### src/lifd_pkg.sv
// Package: constants, function codes and register map for the input decoder
// Assumes: included ahead of every design file that imports it
package lifd_pkg;

	// ----------------------------------------
	// Terminal functions
	// ----------------------------------------
	localparam int FN_W     = 5;
	localparam int FN_COUNT = 18;

	typedef enum logic [FN_W-1:0] {
		FN_NONE       = 5'h00,
		FN_DRV_ENABLE = 5'h01,
		FN_RUN        = 5'h02,
		FN_RUN_DOWN   = 5'h03,
		FN_RUN_UP     = 5'h04,
		FN_OSPD_TEST  = 5'h05,
		FN_PRETRQ     = 5'h06,
		FN_SCURVE0    = 5'h07,
		FN_SCURVE1    = 5'h08,
		FN_STEP0      = 5'h09,
		FN_STEP1      = 5'h0A,
		FN_STEP2      = 5'h0B,
		FN_STEP3      = 5'h0C,
		FN_TRQ_RAMP   = 5'h0D,
		FN_SIGN_INV   = 5'h0E,
		FN_BRK_HOLD   = 5'h0F,
		FN_BRK_PICK   = 5'h10,
		FN_SER_INSP   = 5'h11
	} fn_e;

	// ----------------------------------------
	// Register map
	// ----------------------------------------
	localparam int          ADDR_W      = 8;
	localparam int          DATA_W      = 32;
	localparam int          MULT_W      = 8;
	localparam logic [7:0]  OFS_SEL     = 8'h00;
	localparam logic [7:0]  OFS_CFG     = 8'h40;
	localparam logic [7:0]  OFS_MULT    = 8'h44;
	localparam logic [7:0]  OFS_STATUS  = 8'h48;
	localparam logic [7:0]  OFS_PRETRQ  = 8'h4C;
	localparam logic [2:0]  CFG_RESET   = 3'h0;
	localparam logic [7:0]  MULT_RESET  = 8'h00;
	localparam int          CFG_DIRC    = 0;
	localparam int          CFG_OSPD_EXT = 1;
	localparam int          CFG_SER2    = 2;

endpackage

### src/term_if.sv
// Interface: synchronised terminal levels and their rising-edge pulses
// Assumes: one producer (synchroniser) and one consumer (decoder)
`timescale 1ns/1ps
interface term_if #(parameter int N = 9);
	logic [N-1:0] level;
	logic [N-1:0] rise;
	modport src (output level, output rise);
	modport dst (input level, input rise);
endinterface

### src/term_sync.sv
// Module: two-flop synchroniser and rising-edge detector per terminal
// Assumes: raw terminal levels, one clock, clock enable freezes state
`timescale 1ns/1ps
module term_sync #(
	parameter int N = 9
) (
	// Clock and reset
	input  wire logic         clk,
	input  wire logic         rst,
	input  wire logic         ce,
	// Terminals
	input  wire logic [N-1:0] raw,
	term_if.src               tio
);

	logic [N-1:0] s1_q;
	logic [N-1:0] s2_q;
	logic [N-1:0] prev_q;

	// ----------------------------------------
	// Synchroniser and edge detector
	// ----------------------------------------
	always_ff @(posedge clk) begin
		if (rst) begin
			s1_q   <= '0;
			s2_q   <= '0;
			prev_q <= '0;
		end else if (ce) begin
			s1_q   <= raw;
			s2_q   <= s1_q;
			prev_q <= s2_q;
		end
	end

	assign tio.level = s2_q;
	assign tio.rise  = s2_q & ~prev_q & {N{ce}};
endmodule

### src/logic_input_function_decoder.sv
// Module: decodes assignable contact inputs into run, speed and brake commands
// Assumes: Avalon-MM master with waitrequest, inputs synchronous to CORE_CLK
`timescale 1ns/1ps

// Contract
// A terminal set to no function has no effect on anything.
// Plain run starts drive only while drive permit is asserted.
// Permit plus run-down starts drive, negative sign, unless direction confirm.
// Permit plus run-up starts drive with positive speed sign.
// Run-up and run-down together: no run request recognised.
// Direction confirm: run-down keeps sign, confirms analog polarity, starts drive.
// Direction confirm: run-up also confirms analog polarity while starting drive.
// Overspeed-test input acts only when source selects the terminal strip.
// Armed overspeed test scales speed command by multiplier for next run.
// Run drop after overspeed-test run returns to normal; rearm needed.
// During overspeed-test run fault threshold is raised by the multiplier.
// Test armed only on rising edge; held-true input ignored afterwards.
// Pre-torque latch rising edge captures and holds pre-torque command.
// Two S-curve inputs form bit 0 and bit 1 of profile code.
// Four step inputs form one 4-bit multi-step speed code.
// Torque ramp-down input requests ramping torque to zero.
// Speed-sign input inverts speed sign when true, none when false.
// Brake-hold input reports mechanical brake engaged in hold mode.
// Brake-lift input reports brake picked exactly when asserted.
// Serial inspection enable honoured only in second serial mode.
// Permit needed for any run; permit alone never starts a run.
// Each terminal routed to its selected function after synchronisation.
// Edge functions compare synced level with previous; one-cycle pulse.
module logic_input_function_decoder
	import lifd_pkg::*;
#(
	parameter int N       = 9,
	parameter int PRETQ_W = 16
) (
	// Clock and reset
	input  wire logic                CORE_CLK,
	input  wire logic                SYS_RST,
	input  wire logic                CLK_EN,
	// Contact terminals
	input  wire logic [N-1:0]        TERM_IN,
	// Register bus
	input  wire logic [ADDR_W-1:0]   AVS_ADDRESS,
	input  wire logic                AVS_READ,
	input  wire logic                AVS_WRITE,
	input  wire logic [DATA_W-1:0]   AVS_WRITEDATA,
	output logic      [DATA_W-1:0]   AVS_READDATA,
	output logic                     AVS_WAITREQUEST,
	// Drive side inputs
	input  wire logic [PRETQ_W-1:0]  PRETRQ_CMD,
	input  wire logic                ANALOG_CMD_NEG,
	// Decoded commands
	output logic                     RUN_CMD,
	output logic                     SPEED_NEG,
	output logic                     POLARITY_OK,
	output logic                     OSPD_SCALE_EN,
	output logic                     OSPD_FAULT_RAISE,
	output logic      [MULT_W-1:0]   OSPD_MULT,
	output logic      [PRETQ_W-1:0]  PRETRQ_HELD,
	output logic      [1:0]          SCURVE_SEL,
	output logic      [3:0]          STEP_SEL,
	output logic                     TRQ_RAMP_DOWN,
	output logic                     BRAKE_HOLD,
	output logic                     BRAKE_PICK,
	output logic                     INSP_RUN
);

	// ----------------------------------------
	// Synchronised terminals
	// ----------------------------------------
	term_if #(.N(N)) tio ();

	term_sync #(.N(N)) u_sync (
		.clk (CORE_CLK),
		.rst (SYS_RST),
		.ce  (CLK_EN),
		.raw (TERM_IN),
		.tio (tio)
	);

	// ----------------------------------------
	// Function routing
	// ----------------------------------------
	logic [FN_W-1:0]     sel_q [N];
	logic [FN_COUNT-1:0] fn_lvl;
	logic [FN_COUNT-1:0] fn_rise;

	for (genvar f = 0; f < FN_COUNT; f++) begin : g_fn
		logic [N-1:0] hit;
		for (genvar t = 0; t < N; t++) begin : g_term
			assign hit[t] = (sel_q[t] == FN_W'(f)) && (FN_W'(f) != FN_NONE);
		end
		assign fn_lvl[f]  = |(hit & tio.level);
		assign fn_rise[f] = |(hit & tio.rise);
	end

	// ----------------------------------------
	// Configuration registers
	// ----------------------------------------
	logic [2:0]        cfg_q;
	logic [MULT_W-1:0] mult_q;
	wire               cfg_dirc     = cfg_q[CFG_DIRC];
	wire               cfg_ospd_ext = cfg_q[CFG_OSPD_EXT];
	wire               cfg_ser2     = cfg_q[CFG_SER2];

	// ----------------------------------------
	// Run and direction decode
	// ----------------------------------------
	wire en        = fn_lvl[FN_DRV_ENABLE];
	wire up        = fn_lvl[FN_RUN_UP];
	wire down      = fn_lvl[FN_RUN_DOWN];
	wire sign_inv  = fn_lvl[FN_SIGN_INV];
	wire dir_clash = up & down;
	wire run_d     = en & ~dir_clash & (fn_lvl[FN_RUN] | up | down);   // see
	wire down_neg  = down & ~dir_clash & ~cfg_dirc;                    // see
	wire neg_d     = down_neg ^ sign_inv;                              // see
	wire pol_up    = up & ~down & ~ANALOG_CMD_NEG;
	wire pol_down  = down & ~up & ANALOG_CMD_NEG;
	wire pol_d     = cfg_dirc & run_d & (pol_up | pol_down);

	// ----------------------------------------
	// Overspeed test sequencing
	// ----------------------------------------
	logic run_q;
	logic armed_q;
	logic active_q;
	wire  arm_set   = fn_rise[FN_OSPD_TEST] & cfg_ospd_ext & ~active_q;  // see
	wire  run_start = run_d & ~run_q;
	wire  run_stop  = ~run_d & run_q;
	wire  test_end  = active_q & run_stop;

	always_ff @(posedge CORE_CLK) begin
		if (SYS_RST) begin
			armed_q  <= 1'b0;
			active_q <= 1'b0;
		end else if (CLK_EN) begin
			if (test_end)
				armed_q <= 1'b0;
			else if (arm_set)
				armed_q <= 1'b1;
			if (test_end)
				active_q <= 1'b0;
			else if (run_start && armed_q)
				active_q <= 1'b1;
		end
	end

	// ----------------------------------------
	// Decoded command outputs
	// ----------------------------------------
	always_ff @(posedge CORE_CLK) begin
		if (SYS_RST) begin
			run_q         <= 1'b0;
			SPEED_NEG     <= 1'b0;
			POLARITY_OK   <= 1'b0;
			SCURVE_SEL    <= 2'h0;
			STEP_SEL      <= 4'h0;
			TRQ_RAMP_DOWN <= 1'b0;
			BRAKE_HOLD    <= 1'b0;
			BRAKE_PICK    <= 1'b0;
			INSP_RUN      <= 1'b0;
			PRETRQ_HELD   <= '0;
		end else if (CLK_EN) begin
			run_q         <= run_d;
			SPEED_NEG     <= neg_d;
			POLARITY_OK   <= pol_d;
			SCURVE_SEL    <= {fn_lvl[FN_SCURVE1], fn_lvl[FN_SCURVE0]};
			STEP_SEL      <= {fn_lvl[FN_STEP3], fn_lvl[FN_STEP2],
				fn_lvl[FN_STEP1], fn_lvl[FN_STEP0]};
			TRQ_RAMP_DOWN <= fn_lvl[FN_TRQ_RAMP];
			BRAKE_HOLD    <= fn_lvl[FN_BRK_HOLD];
			BRAKE_PICK    <= fn_lvl[FN_BRK_PICK];
			INSP_RUN      <= fn_lvl[FN_SER_INSP] & cfg_ser2;
			if (fn_rise[FN_PRETRQ])
				PRETRQ_HELD <= PRETRQ_CMD;
		end
	end

	assign RUN_CMD          = run_q;
	assign OSPD_SCALE_EN    = active_q;
	assign OSPD_FAULT_RAISE = active_q;
	assign OSPD_MULT        = mult_q;

	// ----------------------------------------
	// Avalon-MM slave
	// ----------------------------------------
	logic              ack_q;
	logic [DATA_W-1:0] rd_d;
	wire               req      = AVS_READ | AVS_WRITE;
	wire               wr_fire  = AVS_WRITE & ack_q;
	wire  [3:0]        sel_idx  = AVS_ADDRESS[5:2];
	wire               is_sel   = (AVS_ADDRESS < OFS_CFG) && (32'(sel_idx) < N);
	wire  [DATA_W-1:0] status_w = {21'h0, armed_q, active_q, INSP_RUN, BRAKE_PICK,
		BRAKE_HOLD, TRQ_RAMP_DOWN, POLARITY_OK, SPEED_NEG, run_q, en, dir_clash};

	assign AVS_WAITREQUEST = req & ~ack_q;

	always_comb begin
		rd_d = '0;
		if (is_sel)
			rd_d = DATA_W'(sel_q[sel_idx]);
		else if (AVS_ADDRESS == OFS_CFG)
			rd_d = DATA_W'(cfg_q);
		else if (AVS_ADDRESS == OFS_MULT)
			rd_d = DATA_W'(mult_q);
		else if (AVS_ADDRESS == OFS_STATUS)
			rd_d = status_w;
		else if (AVS_ADDRESS == OFS_PRETRQ)
			rd_d = DATA_W'(PRETRQ_HELD);
	end

	always_ff @(posedge CORE_CLK) begin
		if (SYS_RST) begin
			ack_q        <= 1'b0;
			AVS_READDATA <= '0;
		end else if (CLK_EN) begin
			ack_q <= req & ~ack_q;
			if (AVS_READ && !ack_q)
				AVS_READDATA <= rd_d;
		end
	end

	always_ff @(posedge CORE_CLK) begin
		if (SYS_RST) begin
			cfg_q  <= CFG_RESET;
			mult_q <= MULT_RESET;
			for (int t = 0; t < N; t++)
				sel_q[t] <= FN_NONE;
		end else if (CLK_EN && wr_fire) begin
			if (is_sel)
				sel_q[sel_idx] <= AVS_WRITEDATA[FN_W-1:0];
			else if (AVS_ADDRESS == OFS_CFG)
				cfg_q <= AVS_WRITEDATA[2:0];
			else if (AVS_ADDRESS == OFS_MULT)
				mult_q <= AVS_WRITEDATA[MULT_W-1:0];
		end
	end
endmodule

### config.mk
export PLATFORM = sky130hd
export DESIGN_NAME = logic_input_function_decoder
export DESIGN_NICKNAME = d
export VERILOG_FILES = /design/src/lifd_pkg.sv /design/src/term_if.sv /design/src/term_sync.sv /design/src/logic_input_function_decoder.sv
export SDC_FILE = /design/constraint.sdc
export NUM_CORES = 1
export LEC_CHECK = 0
export BUFFER_PORTS_ARGS = -buffer_cell sky130_fd_sc_hd__buf_2
export CAP_MARGIN = 20
export CELL_PAD_IN_SITES_DETAIL_PLACEMENT = 1
export CELL_PAD_IN_SITES_GLOBAL_PLACEMENT = 2
export CORE_UTILIZATION = 37
export CTS_CLUSTER_SIZE = 12
export DETAILED_ROUTE_END_ITERATION = 16
export PLACE_DENSITY = 0.95
export SLEW_MARGIN = 20
export SYNTH_ARGS = -nofsm -noshare
export SYNTH_HDL_FRONTEND = slang
export SYNTH_SLANG_ARGS = --single-unit
### constraint.sdc
create_clock -name CORE_CLK -period 3.8 [get_ports CORE_CLK]
set_input_delay 0.76 -clock CORE_CLK [delete_from_list [all_inputs] [get_ports CORE_CLK]]
set_output_delay 0.76 -clock CORE_CLK [all_outputs]
set_load 0.05 [all_outputs]
Word level (Yosys, flattened, before mapping)

Memory sizes are Yosys's and may differ from the RTL's.
Index checks and enable logic that the tools add are counted.

Add/subtract/negate cells: 0
Multiply operators: 0
Div/mod/pow operators: 0
Magnitude comparators: 2
Eq/ne operators: 157
Shift-type cells: 0
Muxes and demuxes: 18
Bitwise operators: 55
Reduce and logical (&&, ||, !) cells: 31

Operators with widths:

| kind                 | number |
|---|---|
| $eq A5 B4 Y1 const B | 72 |
| $eq A5 B3 Y1 const B | 36 |
| $and A9 B9 Y9        | 19 |
| $reduce_or A9 Y1     | 17 |
| $mux W32             | 4 |
| $eq A5 B2 Y1 const B | 18 |
| $eq A5 B5 Y1 const B | 18 |
| $eq A5 B1 Y1 const B | 9 |
| $eq A8 B7 Y1 const B | 4 |
| $and A1 B1 Y1        | 19 |
| $mux W16             | 1 |
| $mux W1              | 11 |
| $not A1 Y1           | 11 |
| $not A9 Y9           | 1 |
| $lt A8 B7 Y1 const B | 1 |
| $reduce_and A2 Y1    | 4 |
| $mux W5              | 1 |
| $reduce_or A5 Y1     | 1 |
| $logic_and A1 B1 Y1  | 4 |
| $lt A4 B4 Y1 const B | 1 |
| $mux W4              | 1 |
| $or A1 B1 Y1         | 4 |
| $reduce_and A4 Y1    | 1 |
| $reduce_bool A2 Y1   | 2 |
| 3 further kinds      | 3 |

Register bits: 102
Latch bits: 0
RAM bits: 45
Bits in read-only memories: 0
Input port bits: 71
Output and inout port bits: 72
Word-level logic and storage cells: 283
Memories: 1

Memories:

| memory | words | width | rd ports | clocked after Yosys merged registers in | write ports | RTL line                           | RTL |
|---|---|---|---|---|---|---|---|
| sel_q  | 9     | 5     | 10       | 0                                       | 9           | logic_input_function_decoder.sv:83 | `logic [FN_W-1:0] sel_q [N];` |

Logic depth before layout (Yosys ltp)

An unclocked memory read counts as a cell.

Word-level depth: 13
Depth in mapped cells: 10
Mapped depth without buffers: 7

Modules after synthesis

A second synthesis with hierarchy kept.

Cells, all modules: 846
Area, all modules: 8,236.6 sq um

Modules (own cells, without submodules):

| module                       | instances | cells an instance | area an instance (sq um) | sequential area each (sq um) |
|---|---|---|---|---|
| logic_input_function_decoder | 1         | 748               | 7,171.9                  | 2,982.9 |
| term_sync                    | 1         | 98                | 1,064.8                  | 540.5 |

Worst setup path after synthesis

Ideal clock, no wire load.

Path type: input-to-reg
Start point: input AVS_ADDRESS[3]
End point: memory sel_q[0][0] (enable)
Library setup time: 0.301 ns
Data arrival time: 2.318 ns
Required time: 3.499 ns
Path slack: 1.181 ns
Stages on the path: 7
Buffers on the path: 1
Cells stage by stage: buf_2 o31ai_1 nand2_1 nor3_2 nand2_1 nor3_1 or2_2

RTL lines:

| what               | RTL line                           | RTL |
|---|---|---|
| start: declaration | logic_input_function_decoder.sv:42 | `input wire logic [ADDR_W-1:0] AVS_ADDRESS,` |
| end: declaration   | logic_input_function_decoder.sv:83 |  |

==> results.md <==
* Rows at 53
* Min cycle time layout at around 2.8 ns
* Die area at 21970 sq um
* First-pass GRT wire length at 43730 um
* Clock Latency Late Sink at 0.44 ns
* R2R setup slack at 1.04 ns
* Antenna cells at 0
* Commonest non-fill, non-tap cell in the layout: nor2_1
* Syn Area/Cell at 9.553 sq um
* Reg area at 3523 sq um
* Initial Util at 37.63%
* Residual DRC at 0
* PD cells at 427.8 nW/um^2
* CP peak stage delay at 0.43 ns
* Die width at 148.2 um
* Max-cap violations at 0
* ANT nets after route at 0
* Port bufs at between 100 and 150
* HP Start: AVS_READDATA[8]$_SDFFE_PP0P_
* Slew HR at 25.37%
* Cell chain of the critical path: buf_2 -> o31ai_1 -> nand2_1 -> nor3_2 -> nand2_1 -> nor3_1 -> or2_2
* Flop and latch count out of synthesis at around 150
* Most common cell on crit path: nand2_1
* DP Wirelength at 21500 um
* RSZ-0062 raised after global routing: false
* Area growth, synth to finish at 17.32%
* WP data arrival at 2.92 ns
* Worst Setup Start Kind: input pin
* Postcts setup bufs at 0
* Critical path fanouts, max at 17
* Core ar. at 21020 sq um
* Net switching power at 1.114 mW
* Largest net degree at the start of global routing at 96
* Clock Power Share at 46.7%
* Post-synthesis sequential area ratio at 44.54%
* Routed WL per cell at 24.10 um
* Sequential Power Share at 44.1%
* Yosys cell types at 61
* Critical path's slowest cell: nor3_1
* Htree depth at 4
* Clk buf depth at 2
* Ys flop type: dfxtp_1
* R2r endpoint: armed_q$_SDFFE_PP0P_
* Fillcell total at 2471
* Synth top area cells: edfxtp_1 23%, dfxtp_1 22%, mux2i_1 7.1%
* Final setup vio count at 0
* Final nets at 999
* Post-CTS Resized at 0
* Mapped Cells at around 830
* Worst Hold Class: flip-flop to flip-flop
* Drt pass-1 iters at 5
* Synth area leader: edfxtp_1
* Synthesis Warnings at 0
* # IOs at approximately 140
* Setup TNS at 0 ns
* Initial DRC Count at 528
* Final Cell Area at 9280 sq um
* Sw Share at between 20 and 30%
* Mapped cell area at 7910 sq um
* Vias in the first global route at 7134
* GRT Residual Overflow at 0
* Final count of pins violating max slew at 0
* Post-synth EDFFs at 60
* Post-Route WL at 29310 um
* Number of buffers created by CTS at 17
* Crit Path Category: input pin to flip-flop
* CP Capture Type: flip-flop
* Max Clock Freq at 359.6 MHz
* Placed cell area at 8631 sq um
* Internal power at 2.856 mW
* FF-to-FF Start: sel_q[0][0]$_SDFFCE_PN0P_
* Area taken by multi-input logic gates at 4114 sq um
* Vias per cell at 5.859
* Reg clk slew, reported paths at 0.07 ns
* Hold Crit Endpoint: AVS_READDATA[8]$_SDFFE_PP0P_
* R2R depth at 7
* Worst slew pin tran at 1.119 ns
* Fin. Hold Viols at 0
* CTS tree: yes
* Maximum vdd drop at 0.2970 mV
* Worst Hold Path Cells at 2
* Share of post-route cells with drive strength above 1 at 19.98%
* Worst Skew at 0.01033 ns
* Comb pwr share at 9.3%
* Die Y at 148.2 um
* Outcome: finished clean
* CTS sink count at 146
* Synth top area share at about 23%
* Post-CTS Hold Buffers at 0
* CP Data Required Time at about 4 ns
* Lkg Pwr at 3.758 nW
* CTS root buffer: clkbuf_16
* Worst Setup SP: AVS_ADDRESS[2]
* Routability Congestion at 0.9830
* Total Routing Usage GR at between 20% and 30%
* Antenna violations before repair at 1
* Period utilization at roughly 73%
* Async SR Flop Fraction at 0%
* Via count at just over 7000
* Most frequent cells in the layout: 122 x nor2_1, 102 x buf_2, 86 x dfxtp_1
-- metal layers --
layer | part of all wire, % | vias up | global-route usage (%)
met4 | 3.0 | 2 | 10.98
li1 | - | 3219 | -
met2 | 49 | 292 | 44.88
met3 | 5.7 | 50 | 4.571
met5 | 0.044 | - | 0
met1 | 43 | 3562 | 35.59
-- worst max-delay path by stage --
stage	end	slack, ns	depth (start not counted)
after floorplan	sel_q[0][0]$_SDFFCE_PN0P_	1.18	7
after global placement	PRETRQ_HELD[11]$_SDFFE_PP0P_	0.63	7
after detailed placement	sel_q[0][0]$_SDFFCE_PN0P_	0.61	7
after CTS	PRETRQ_HELD[8]$_SDFFE_PP0P_	1.00	7
after global routing	sel_q[0][4]$_SDFFCE_PN0P_	0.75	7
final	sel_q[0][0]$_SDFFCE_PN0P_	1.02	7
-- cells in the mapped netlist (all sizes together) (3+ instances only) --
| library cell | count |
|---|---|
| a211oi | 7 |
| a21oi | 20 |
| a221oi | 3 |
| a22o | 5 |
| a22oi | 17 |
| a311oi | 4 |
| a31oi | 4 |
| a32o | 3 |
| a32oi | 3 |
| a41oi | 4 |
| and2 | 42 |
| and3 | 8 |
| buf | 38 |
| clkbuf | 27 |
| dfxtp | 86 |
| edfxtp | 60 |
| inv | 9 |
| mux2 | 8 |
| mux2i | 56 |
| mux4 | 16 |
| nand2 | 50 |
| nand2b | 23 |
| nand3 | 28 |
| nand3b | 8 |
| nand4 | 27 |
| nor2 | 122 |
| nor2b | 26 |
| nor3 | 34 |
| nor3b | 10 |
| nor4 | 8 |
| nor4b | 8 |
| o21ai | 8 |
| o221ai | 5 |
| o22ai | 15 |
| o32ai | 6 |
| or2 | 9 |
-- logic make-up after synthesis --
kind of cell	after synthesis	share of synthesized area [%]
AND/OR/NAND/NOR	412	27.22
flip-flops	146	44.54
AO/OA/AOI/OAI	114	10.42
multiplexers	80	12.78
buffers and inverters	74	4.872
XOR/XNOR	1	0.1107
other	1	0.04741
-- layout make-up --
class                      instances  area share (%)
multi-input combinational        638           44.33
timing repair buffer             116           6.633
clock inverter                    12           1.604
clock buffer                      20           5.393
tap                              275           3.708
sequential                       146           37.97
inverter                           9          0.3640
-- stage by stage --
stage | setup WS (ns) | utilization, % | power (mW) | hold WS [ns] | std cells
after global routing | 0.7467 | 44.15 | 4.082 | 0.4927 | 1216
after floorplan | 1.181 | - | 2.027 | 0.4504 | 858
after global placement | 0.6325 | 41.06 | 2.136 | 0.4386 | 1184
after detailed placement | 0.6096 | 41.06 | 2.145 | 0.4529 | 1184
final | 1.019 | 44.15 | 3.970 | 0.4585 | 1216
after CTS | 1.005 | 44.15 | 3.988 | 0.4614 | 1216
-- registers in the layout, indices dropped and copies added (netlist names), 2 cells and up --
| name | flops |
|---|---|
| sel_q | 60 |
| AVS_READDATA | 16 |
| PRETRQ_HELD | 16 |
| u_sync.prev_q | 9 |
| u_sync.s1_q | 9 |
| u_sync.tio.level | 9 |
| OSPD_MULT | 8 |
| STEP_SEL | 4 |
| cfg_q | 3 |
| SCURVE_SEL | 2 |
-- worst max-delay path, delay by kind of cell --
kind            cells  cell delay, ns
simple gates        5            1.56
buf+inv             1            0.25
compound gates      1            0.35
-- power groups by stage --
stage / sequential [mW] / combinational, mW / clock [mW]
floorplan: 1.78 / 0.250 / 0
global placement: 1.78 / 0.358 / 0
detailed placement: 1.78 / 0.364 / 0
CTS: 1.75 / 0.367 / 1.87
global route: 1.75 / 0.395 / 1.93
finish: 1.75 / 0.368 / 1.85
No activity file was read; power rests on OpenSTA's default activity.
